==> src/core/track_seq_pkg.sv <==
// Constants and types shared by the tracked supply sequencer
package track_seq_pkg;
	localparam int NUM_CH = 4;
	localparam int CNT_W = 16;
	localparam int REG_W = 16;
	// Chip-wide configuration field positions
	localparam int PGOOD_SRC_BIT = 11;
	localparam int POL3_BIT = 9;
	localparam int POL2_BIT = 8;
	localparam int RSVD_HI_MSB = 15;
	localparam int RSVD_HI_LSB = 12;
	localparam logic [REG_W-1:0] CFG_ALL_RESET = 16'h0000;
	localparam logic [REG_W-1:0] CFG_ALL_MASK = 16'h0B00;
	localparam logic [NUM_CH-1:0] TRACK_EN_RESET = 4'h0;
	localparam int START2_CH = 2;
	localparam int START3_CH = 3;
	// Timebase: one tick per microsecond
	localparam int CLK_PERIOD_NS = 20;
	localparam int TICK_NS = 1000;
	localparam int TICK_CYCLES = (TICK_NS + CLK_PERIOD_NS - 1) / CLK_PERIOD_NS;
	localparam int TICK_W = 6;
	localparam logic [TICK_W-1:0] TICK_LAST = TICK_W'(TICK_CYCLES - 1);
	localparam logic [TICK_W-1:0] TICK_ZERO = 6'h00;
	localparam logic [CNT_W-1:0] CNT_ZERO = 16'h0000;
	localparam logic [CNT_W-1:0] CNT_ONE = 16'h0001;
	typedef enum logic [2:0] {
		ST_OFF,
		ST_ON_DLY,
		ST_RISE,
		ST_MAX_WAIT,
		ST_ON,
		ST_OFF_DLY
	} chan_state_t;
endpackage

==> src/core/tracked_supply_sequencing.sv <==
// Tracked supply sequencer with chip-wide configuration register
`timescale 1ns/1ps
// Notes on behaviour
// RULE1: Software turns master on after all slaves and off before them.
// RULE2: Slave run output stays asserted while it tracks down.
// RULE3: Software extends slave rise time to end after the tracking reference rises.
// RULE4: Tracked channels sequence down on fault, low input, timebase low or restore.
// RULE5: Tracked channels mask undervoltage and undercurrent during off delay.
// RULE6: Undervoltage and undercurrent always masked during rise and max-rise intervals.
// RULE7: Master untracked, slaves tracked, slave delays include master delays.
// RULE8: Software keeps setup margins between master and slave delays.
// RULE9: Chip-wide configuration register is reachable regardless of page.
// RULE10: Upper four bits of chip-wide configuration read as zero.
// RULE11: Source bit clear: power-good follows slow converter threshold compare.
// RULE12: Source bit set: power-good follows fast undervoltage supervisor.
// RULE13: Bit nine selects active level of start pin three.
// RULE14: Bit eight selects active level of start pin two.
// RULE15: One track-enable bit per channel marks it a tracked slave.
// RULE16: Writes to reserved configuration bits are ignored.
module tracked_supply_sequencing
	import track_seq_pkg::*;
(
	input  wire logic                          core_clk,
	input  wire logic                          sys_rst,
	input  wire logic                          cfgWrEn,
	input  wire logic [REG_W-1:0]              cfgWrData,
	input  wire logic                          trackWrEn,
	input  wire logic [NUM_CH-1:0]             trackWrData,
	input  wire logic [NUM_CH-1:0]             softOnReq,
	input  wire logic                          start_pin_2,
	input  wire logic                          start_pin_3,
	input  wire logic                          shareClkPin,
	input  wire logic                          vinOff,
	input  wire logic                          restoreAll,
	input  wire logic [NUM_CH-1:0]             chanFault,
	input  wire logic [NUM_CH-1:0]             voutAboveUv,
	input  wire logic [NUM_CH-1:0]             uvFast,
	input  wire logic [NUM_CH-1:0]             adcBelowPgOn,
	input  wire logic [NUM_CH-1:0][CNT_W-1:0]  tonDelay,
	input  wire logic [NUM_CH-1:0][CNT_W-1:0]  tonRise,
	input  wire logic [NUM_CH-1:0][CNT_W-1:0]  tonMaxFault,
	input  wire logic [NUM_CH-1:0][CNT_W-1:0]  toffDelay,
	output logic [REG_W-1:0]                   cfgRdData,
	output logic [NUM_CH-1:0]                  trackRdData,
	output logic [NUM_CH-1:0]                  output_enable_pin,
	output logic [NUM_CH-1:0]                  uvUcMask,
	output logic [NUM_CH-1:0]                  pgood,
	output logic [NUM_CH-1:0]                  tonMaxFaultPulse
);
	// ==========================================
	// Pin synchronisers
	logic [2:0] pinRaw, pinSync;
	assign pinRaw = {shareClkPin, start_pin_3, start_pin_2};
	genvar gi;
	generate
		for (gi = 0; gi < 3; gi++) begin : g_sync
			pin_sync u_sync (
				.core_clk (core_clk),
				.sys_rst  (sys_rst),
				.pinIn    (pinRaw[gi]),
				.pinOut   (pinSync[gi])
			);
		end
	endgenerate

	// ==========================================
	// Timebase divider
	logic [TICK_W-1:0] tickCnt_q, tickCnt_d;
	logic              tick_q, tick_d;
	always_comb begin
		tick_d    = (tickCnt_q == TICK_LAST);
		tickCnt_d = tick_d ? TICK_ZERO : tickCnt_q + 6'h01;
	end
	always_ff @(posedge core_clk or posedge sys_rst) begin
		if (sys_rst) begin
			tickCnt_q <= TICK_ZERO;
			tick_q    <= 1'b0;
		end else begin
			tickCnt_q <= tickCnt_d;
			tick_q    <= tick_d;
		end
	end

	// ==========================================
	// Configuration registers
	logic [REG_W-1:0]  cfgAll_q, cfgAll_d, cfgRd_q, cfgRd_d;
	logic [NUM_CH-1:0] trackEn_q, trackEn_d, trackRd_q, trackRd_d;
	always_comb begin
		cfgAll_d  = cfgAll_q;
		trackEn_d = trackEn_q;
		// No page qualifier: common to every channel
		if (cfgWrEn) begin // RULE9
			cfgAll_d = cfgWrData & CFG_ALL_MASK; // RULE16
		end
		if (trackWrEn) begin
			trackEn_d = trackWrData; // RULE15
		end
		cfgRd_d = cfgAll_q;
		cfgRd_d[RSVD_HI_MSB:RSVD_HI_LSB] = 4'h0; // RULE10
		trackRd_d = trackEn_q;
	end
	always_ff @(posedge core_clk or posedge sys_rst) begin
		if (sys_rst) begin
			cfgAll_q  <= CFG_ALL_RESET;
			trackEn_q <= TRACK_EN_RESET;
			cfgRd_q   <= CFG_ALL_RESET;
			trackRd_q <= TRACK_EN_RESET;
		end else begin
			cfgAll_q  <= cfgAll_d;
			trackEn_q <= trackEn_d;
			cfgRd_q   <= cfgRd_d;
			trackRd_q <= trackRd_d;
		end
	end

	// ==========================================
	// Start requests and shutdown events
	logic [NUM_CH-1:0] onReq;
	logic              shutdown;
	always_comb begin
		onReq = softOnReq;
		onReq[START2_CH] = softOnReq[START2_CH]
			& (pinSync[0] == cfgAll_q[POL2_BIT]); // RULE14
		onReq[START3_CH] = softOnReq[START3_CH]
			& (pinSync[1] == cfgAll_q[POL3_BIT]); // RULE13
		// A fault on any channel brings the whole group down together
		shutdown = (|chanFault) | vinOff | ~pinSync[2] | restoreAll;
	end

	// ==========================================
	// Channel sequencers
	chan_state_t [NUM_CH-1:0]      state_q, state_d;
	logic [NUM_CH-1:0][CNT_W-1:0]  cnt_q, cnt_d;
	logic [NUM_CH-1:0]             run_q, run_d, mask_q, mask_d;
	logic [NUM_CH-1:0]             pg_q, pg_d, tmf_q, tmf_d;
	always_comb begin
		for (int c = 0; c < NUM_CH; c++) begin
			state_d[c] = state_q[c];
			tmf_d[c]   = 1'b0;
			case (state_q[c])
				ST_OFF: begin
					if (onReq[c] && !shutdown) begin
						state_d[c] = ST_ON_DLY;
					end
				end
				ST_ON_DLY: begin
					if (!onReq[c] || shutdown) begin
						state_d[c] = ST_OFF;
					end else if (cnt_q[c] >= tonDelay[c]) begin
						state_d[c] = ST_RISE;
					end
				end
				ST_RISE, ST_MAX_WAIT, ST_ON: begin
					if (shutdown) begin
						// Cutting run early breaks the tracking order
						state_d[c] = trackEn_q[c] ? ST_OFF_DLY : ST_OFF; // RULE4
					end else if (!onReq[c]) begin
						state_d[c] = ST_OFF_DLY;
					end else if (state_q[c] == ST_RISE && cnt_q[c] >= tonRise[c]) begin
						state_d[c] = ST_MAX_WAIT;
					end else if (state_q[c] == ST_MAX_WAIT && voutAboveUv[c]) begin
						state_d[c] = ST_ON;
					end else if (state_q[c] == ST_MAX_WAIT && cnt_q[c] >= tonMaxFault[c]) begin
						tmf_d[c]   = 1'b1;
						state_d[c] = trackEn_q[c] ? ST_OFF_DLY : ST_OFF; // RULE4
					end
				end
				ST_OFF_DLY: begin
					if (cnt_q[c] >= toffDelay[c]) begin
						state_d[c] = ST_OFF;
					end
				end
				default: begin
					state_d[c] = ST_OFF;
				end
			endcase
			if (state_d[c] != state_q[c]) begin
				cnt_d[c] = CNT_ZERO;
			end else if (tick_q) begin
				cnt_d[c] = cnt_q[c] + CNT_ONE;
			end else begin
				cnt_d[c] = cnt_q[c];
			end
			// Run stays high through the off delay; the tracking input ramps it down
			run_d[c] = (state_d[c] == ST_RISE) || (state_d[c] == ST_MAX_WAIT)
				|| (state_d[c] == ST_ON) || (state_d[c] == ST_OFF_DLY); // RULE2
			mask_d[c] = (state_d[c] == ST_RISE) || (state_d[c] == ST_MAX_WAIT) // RULE6
				|| (state_d[c] == ST_OFF_DLY && trackEn_q[c]); // RULE5
			pg_d[c] = (state_q[c] == ST_ON) && (cfgAll_q[PGOOD_SRC_BIT]
				? !uvFast[c] // RULE12
				: !adcBelowPgOn[c]); // RULE11
		end
	end
	always_ff @(posedge core_clk or posedge sys_rst) begin
		if (sys_rst) begin
			for (int c = 0; c < NUM_CH; c++) begin
				state_q[c] <= ST_OFF;
			end
			cnt_q   <= '0;
			run_q   <= '0;
			mask_q  <= '0;
			pg_q    <= '0;
			tmf_q   <= '0;
		end else begin
			state_q <= state_d;
			cnt_q   <= cnt_d;
			run_q   <= run_d;
			mask_q  <= mask_d;
			pg_q    <= pg_d;
			tmf_q   <= tmf_d;
		end
	end

	assign cfgRdData         = cfgRd_q;
	assign trackRdData       = trackRd_q;
	assign output_enable_pin = run_q;
	assign uvUcMask          = mask_q;
	assign pgood             = pg_q;
	assign tonMaxFaultPulse  = tmf_q;

	// ==========================================
	// Checks
	AST_RSVD_ZERO: assert property (@(posedge core_clk) disable iff (sys_rst) // RULE10
		cfgRdData[RSVD_HI_MSB:RSVD_HI_LSB] == 4'h0)
		else $error("reserved configuration bits not zero");
	AST_CFG_READBACK: assert property (@(posedge core_clk) disable iff (sys_rst) // RULE9
		cfgWrEn ##1 !cfgWrEn |-> ##1 (cfgRdData == ($past(cfgWrData, 2) & CFG_ALL_MASK)))
		else $error("configuration readback mismatch");
	AST_RSVD_IGNORED: assert property (@(posedge core_clk) disable iff (sys_rst) // RULE16
		(cfgAll_q & ~CFG_ALL_MASK) == '0)
		else $error("reserved write stored");
	AST_POL3: assert property (@(posedge core_clk) disable iff (sys_rst) // RULE13
		state_q[START3_CH] == ST_OFF ##1 state_q[START3_CH] == ST_ON_DLY
		|-> $past(pinSync[1]) == $past(cfgAll_q[POL3_BIT]))
		else $error("start pin 3 polarity ignored");
	AST_POL2: assert property (@(posedge core_clk) disable iff (sys_rst) // RULE14
		state_q[START2_CH] == ST_OFF ##1 state_q[START2_CH] == ST_ON_DLY
		|-> $past(pinSync[0]) == $past(cfgAll_q[POL2_BIT]))
		else $error("start pin 2 polarity ignored");
	generate
		for (gi = 0; gi < NUM_CH; gi++) begin : g_ast
			AST_RUN_HELD: assert property (@(posedge core_clk) disable iff (sys_rst) // RULE2
				state_q[gi] == ST_OFF_DLY |-> run_q[gi])
				else $error("run dropped during off delay");
			AST_TRACK_DOWN: assert property (@(posedge core_clk) disable iff (sys_rst) // RULE4
				shutdown && state_q[gi] == ST_ON && trackEn_q[gi] |=> state_q[gi] == ST_OFF_DLY)
				else $error("tracked channel was cut off");
			AST_UNTRACK_CUT: assert property (@(posedge core_clk) disable iff (sys_rst) // RULE4
				shutdown && state_q[gi] == ST_ON && !trackEn_q[gi] |=> !run_q[gi])
				else $error("untracked channel not cut off");
			AST_MASK_OFF: assert property (@(posedge core_clk) disable iff (sys_rst) // RULE5
				state_q[gi] == ST_OFF_DLY && trackEn_q[gi] |-> mask_q[gi])
				else $error("tracked off delay not masked");
			AST_MASK_RISE: assert property (@(posedge core_clk) disable iff (sys_rst) // RULE6
				(state_q[gi] == ST_RISE || state_q[gi] == ST_MAX_WAIT) |-> mask_q[gi])
				else $error("rise interval not masked");
			AST_PG_FAST: assert property (@(posedge core_clk) disable iff (sys_rst) // RULE12
				cfgAll_q[PGOOD_SRC_BIT] && uvFast[gi] |=> !pg_q[gi])
				else $error("fast supervisor did not drop power good");
			AST_PG_ADC: assert property (@(posedge core_clk) disable iff (sys_rst) // RULE11
				!cfgAll_q[PGOOD_SRC_BIT] && adcBelowPgOn[gi] |=> !pg_q[gi])
				else $error("converter compare did not drop power good");
		end
	endgenerate
endmodule // tracked_supply_sequencing

==> src/core/pin_sync.sv <==
// Three-stage pin synchroniser with agreement filter
`timescale 1ns/1ps
module pin_sync (
	input  wire logic core_clk,
	input  wire logic sys_rst,
	input  wire logic pinIn,
	output logic      pinOut
);
	logic s1_q, s2_q, s3_q, out_q;
	logic out_d;

	// ==========================================
	// Filter
	always_comb begin
		// Only stages two and three are compared; stage one may be metastable
		out_d = (s2_q == s3_q) ? s3_q : out_q;
	end

	always_ff @(posedge core_clk or posedge sys_rst) begin
		if (sys_rst) begin
			s1_q  <= 1'b0;
			s2_q  <= 1'b0;
			s3_q  <= 1'b0;
			out_q <= 1'b0;
		end else begin
			s1_q  <= pinIn;
			s2_q  <= s1_q;
			s3_q  <= s2_q;
			out_q <= out_d;
		end
	end

	assign pinOut = out_q;
endmodule // pin_sync

==> config.mk <==
export PLATFORM = sky130hd
export DESIGN_NAME = tracked_supply_sequencing
export DESIGN_NICKNAME = d
export VERILOG_FILES = /design/src/core/track_seq_pkg.sv /design/src/core/tracked_supply_sequencing.sv /design/src/core/pin_sync.sv
export SDC_FILE = /design/constraint.sdc
export NUM_CORES = 1
export LEC_CHECK = 0
export ABC_AREA = 1
export ABC_CLOCK_PERIOD_IN_PS = 4400
export BUFFER_PORTS_ARGS = -buffer_cell sky130_fd_sc_hd__buf_2
export CORE_MARGIN = 1.5
export CORE_UTILIZATION = 44
export CTS_BUF_LIST = sky130_fd_sc_hd__clkbuf_8
export CTS_CLUSTER_DIAMETER = 60
export CTS_CLUSTER_SIZE = 30
export DETAILED_ROUTE_END_ITERATION = 16
export GPL_ROUTABILITY_DRIVEN = 0
export MAX_ROUTING_LAYER = met4
export PLACE_DENSITY = 0.75
export SLEW_MARGIN = 20
export SYNTH_ARGS = -nofsm -noshare
export SYNTH_HDL_FRONTEND = slang
export SYNTH_SLANG_ARGS = --single-unit
==> constraint.sdc <==
create_clock -name core_clk -period 4.4 [get_ports core_clk]
set_input_delay 0.66 -clock core_clk [delete_from_list [all_inputs] [get_ports core_clk]]
set_output_delay 0.66 -clock core_clk [all_outputs]
set_load 0.05 [all_outputs]
==> run metrics <==
layout cells sized above 1 0.208; WP data arrival 3060 ps; CP startpoint kind flip-flop; leading area contributor after synthesis ha_1; Synth top area share 0.258; worst path required time 4750 ps; Die ar. 0.0299 mm^2; core area 0.0285 mm^2; Max IR drop VDD 0.138 mV; fin crit period 2710 ps; Clock Sinks 125; critical path class flip-flop to flip-flop; combinational share of power 0.179; Lkg Pwr 9.04 nW; post_cts resized 0; Routed Antenna Nets 0; final total power 2.71 mW; Clock power frac 0.380; Site Rows 62; Avg Vias per Cell 4.86; top-count cell post-synth inv_1; DRT iter0 DRCs 496; Area contributors post-synth ha_1 26%, dfrtp_1 25%, inv_1 11%, nand2_1 8.9%, a21oi_1 5.6%; Post-synth EDFFs 0; final hold viol count 0; RSZ-0062 raised after global routing no; Final TNS setup 0 ps; Routed WL 32200 um; CP Max Fanout 16; # nets final 2617; total track usage 0.225; fraction of registers with async set/reset 1.00; setup violators final 0; Layout fillers 2779; Final Skew 16.7 ps; Die X 173 um; remaining global-route overflow 0; Power Density 180 mW/mm^2; first-pass GRT wire length 53500 um; Synth Cell Area 0.0127 mm^2; Sw Ratio 0.304; crit-path cells ha_1, a21oi_1, o21ai_0, a21oi_1, nand3_1, nand2_1, nand3_1, nand2_1, nand2_1, nand2_1, nand2_1, nor2_1, nand2_2, nor2_1; root buffer cell clkbuf_8; initial antenna violation count 5; Worst Hold Class input pin to flip-flop; Internal 1.89 mW; per-cell routed wire length 13.1 um; cell mode on critical path nand2_1; Flop pwr share 0.441; Syn Inst Count 1724; fmax 368 MHz; Psw 0.823 mW; Post-CTS Setup Repair Bufs 0; vias in the first global route 11700; CP endpoint kind flip-flop; Slew Viols, Final 0; final design utilization 0.528; largest net degree at the start of global routing 99; Top delay family on crit path simple AND/OR/NAND/NOR gates; Clock Tree Buf Depth 2; critical path's slowest cell dfrtp_1; Ports 341; Seq/Total Area, Yosys 0.246; total CTS buffers 17; H-tree depth 4; IO buf count 314; Max Cap Viol 0; R2R setup slack 1690 ps; Worst-Skew Late Latency 440 ps; max_slew headroom 0.392; Top FF cell, synth dfrtp_1; unique cell type count in the Yosys netlist 46; CTS tree done; Seq cells post-synth 125; Ys Warns 0; Post-Syn Area per Cell 7.38 um^2; Hold-fix buffers, CTS 0; initial cell density of the core 0.445; outcome completed; drt drc 0; Buf/Inv on CP 0; via count 11900; crit-path max cell delay 490 ps; DP HPWL 26500 um; Worst Max-Slew Pin Slew 912 ps; DR pass1 iterations 5; Commonest cells post-synth 360 x inv_1, 301 x nand2_1, 262 x ha_1, 142 x a21oi_1, 133 x nor2_1; P&R area growth vs syn 18.6%; Die Height 173 um; Worst-path clk slew 90 ps; Final Cycle Share 0.617
==> final cells by class <==
cell class,instances,area [um^2],share of cell area
multi-input combinational,1219,8070,0.535
sequential,125,3130,0.207
timing repair buffer,316,1590,0.105
inverter,371,1400,0.0927
tap,384,480,0.0319
clock buffer,17,234,0.0155
clock inverter,15,166,0.0110
antenna,6,15.0,0.000996
==> sequential cells by signal, summed over array words and instances, names as in the netlist <==
name,flops
cnt_q,64
state_q,12
tickCnt_q,6
output_enable_pin,4
pgood,4
tonMaxFaultPulse,4
trackEn_q,4
trackRdData,4
uvUcMask,4
cfgAll_q,3
cfgRdData,3
g_sync.u_sync.pinOut,3
g_sync.u_sync.s1_q,3
g_sync.u_sync.s2_q,3
g_sync.u_sync.s3_q,3
tick_q,1
==> cell usage in the layout (no fill, tap or decap), types with 2 or more instances in the layout <==
cell	instances
clkinvlp_4	4
o211ai_1	7
or2_2	2
nor2_1	133
inv_6	4
inv_2	8
buf_4	2
bufinv_16	2
buf_2	314
a21o_1	4
nor4_1	4
nor3_1	25
nor3b_1	3
nand2_1	301
dfrtp_1	125
inv_1	360
nand3_1	93
nand2_2	17
xor2_1	37
nand3_2	2
clkbuf_8	17
maj3_1	3
mux2_2	2
nor3b_2	2
conb_1	13
clkinv_4	4
a21oi_1	142
nor3_2	6
clkinv_1	3
xnor2_1	20
o21ai_0	60
nand4_1	22
o21a_1	8
ha_1	262
mux2i_1	4
nor2_4	8
nor2_2	29
diode_2	6
==> final timing paths <==
path / start / endpoint / cells after the start
max reg2reg: cnt_q[27] / cnt_q[29] / 14
min in group asynchronous: sys_rst / cnt_q[57] / 2
max: cnt_q[27] / cnt_q[29] / 14
min: start_pin_3 / g_sync[1].u_sync.s1_q / 1
max in group asynchronous: sys_rst / g_sync[1].u_sync.s3_q / 3
min reg2reg: g_sync[0].u_sync.s1_q / g_sync[0].u_sync.s2_q / 0
==> metrics by stage <==
stage               std cells  hold slack [ps]  cell area, um^2  worst slack, ps
floorplan                1736              331            12800              412
global placement         2415              334            14700             1510
detailed placement       2415              335            14700             1450
CTS                      2447              282            15100             1710
global route             2452              276            15100             1450
finish                   2453              328            15100             1690
==> power by group through the flow <==
stage / clock network (mW) / registers (mW) / logic (mW)
floorplan: 0 / 1.23 / 0.268
global placement: 0 / 1.22 / 0.472
detailed placement: 0 / 1.22 / 0.487
CTS: 1.07 / 1.20 / 0.491
global route: 1.12 / 1.20 / 0.559
finish: 1.03 / 1.20 / 0.485
==> routing by layer <==
| layer | routed length [um] | track usage |
|---|---|---|
| met2 | 15100 | 0.376 |
| met3 | 1530 | 0.0334 |
| met1 | 14700 | 0.278 |
| met5 | 0 | - |
| met4 | 814 | 0.0775 |
==> logic make-up after synthesis <==
kind of cell,share of synthesized area
buf+inv,0.123
compound gates,0.0943
mux,0.00492
simple gates,0.232
other cells,0.000295
flops,0.246
fa+ha+maj,0.260
xor+xnor,0.0393
No activity file was read; power rests on OpenSTA's default activity.
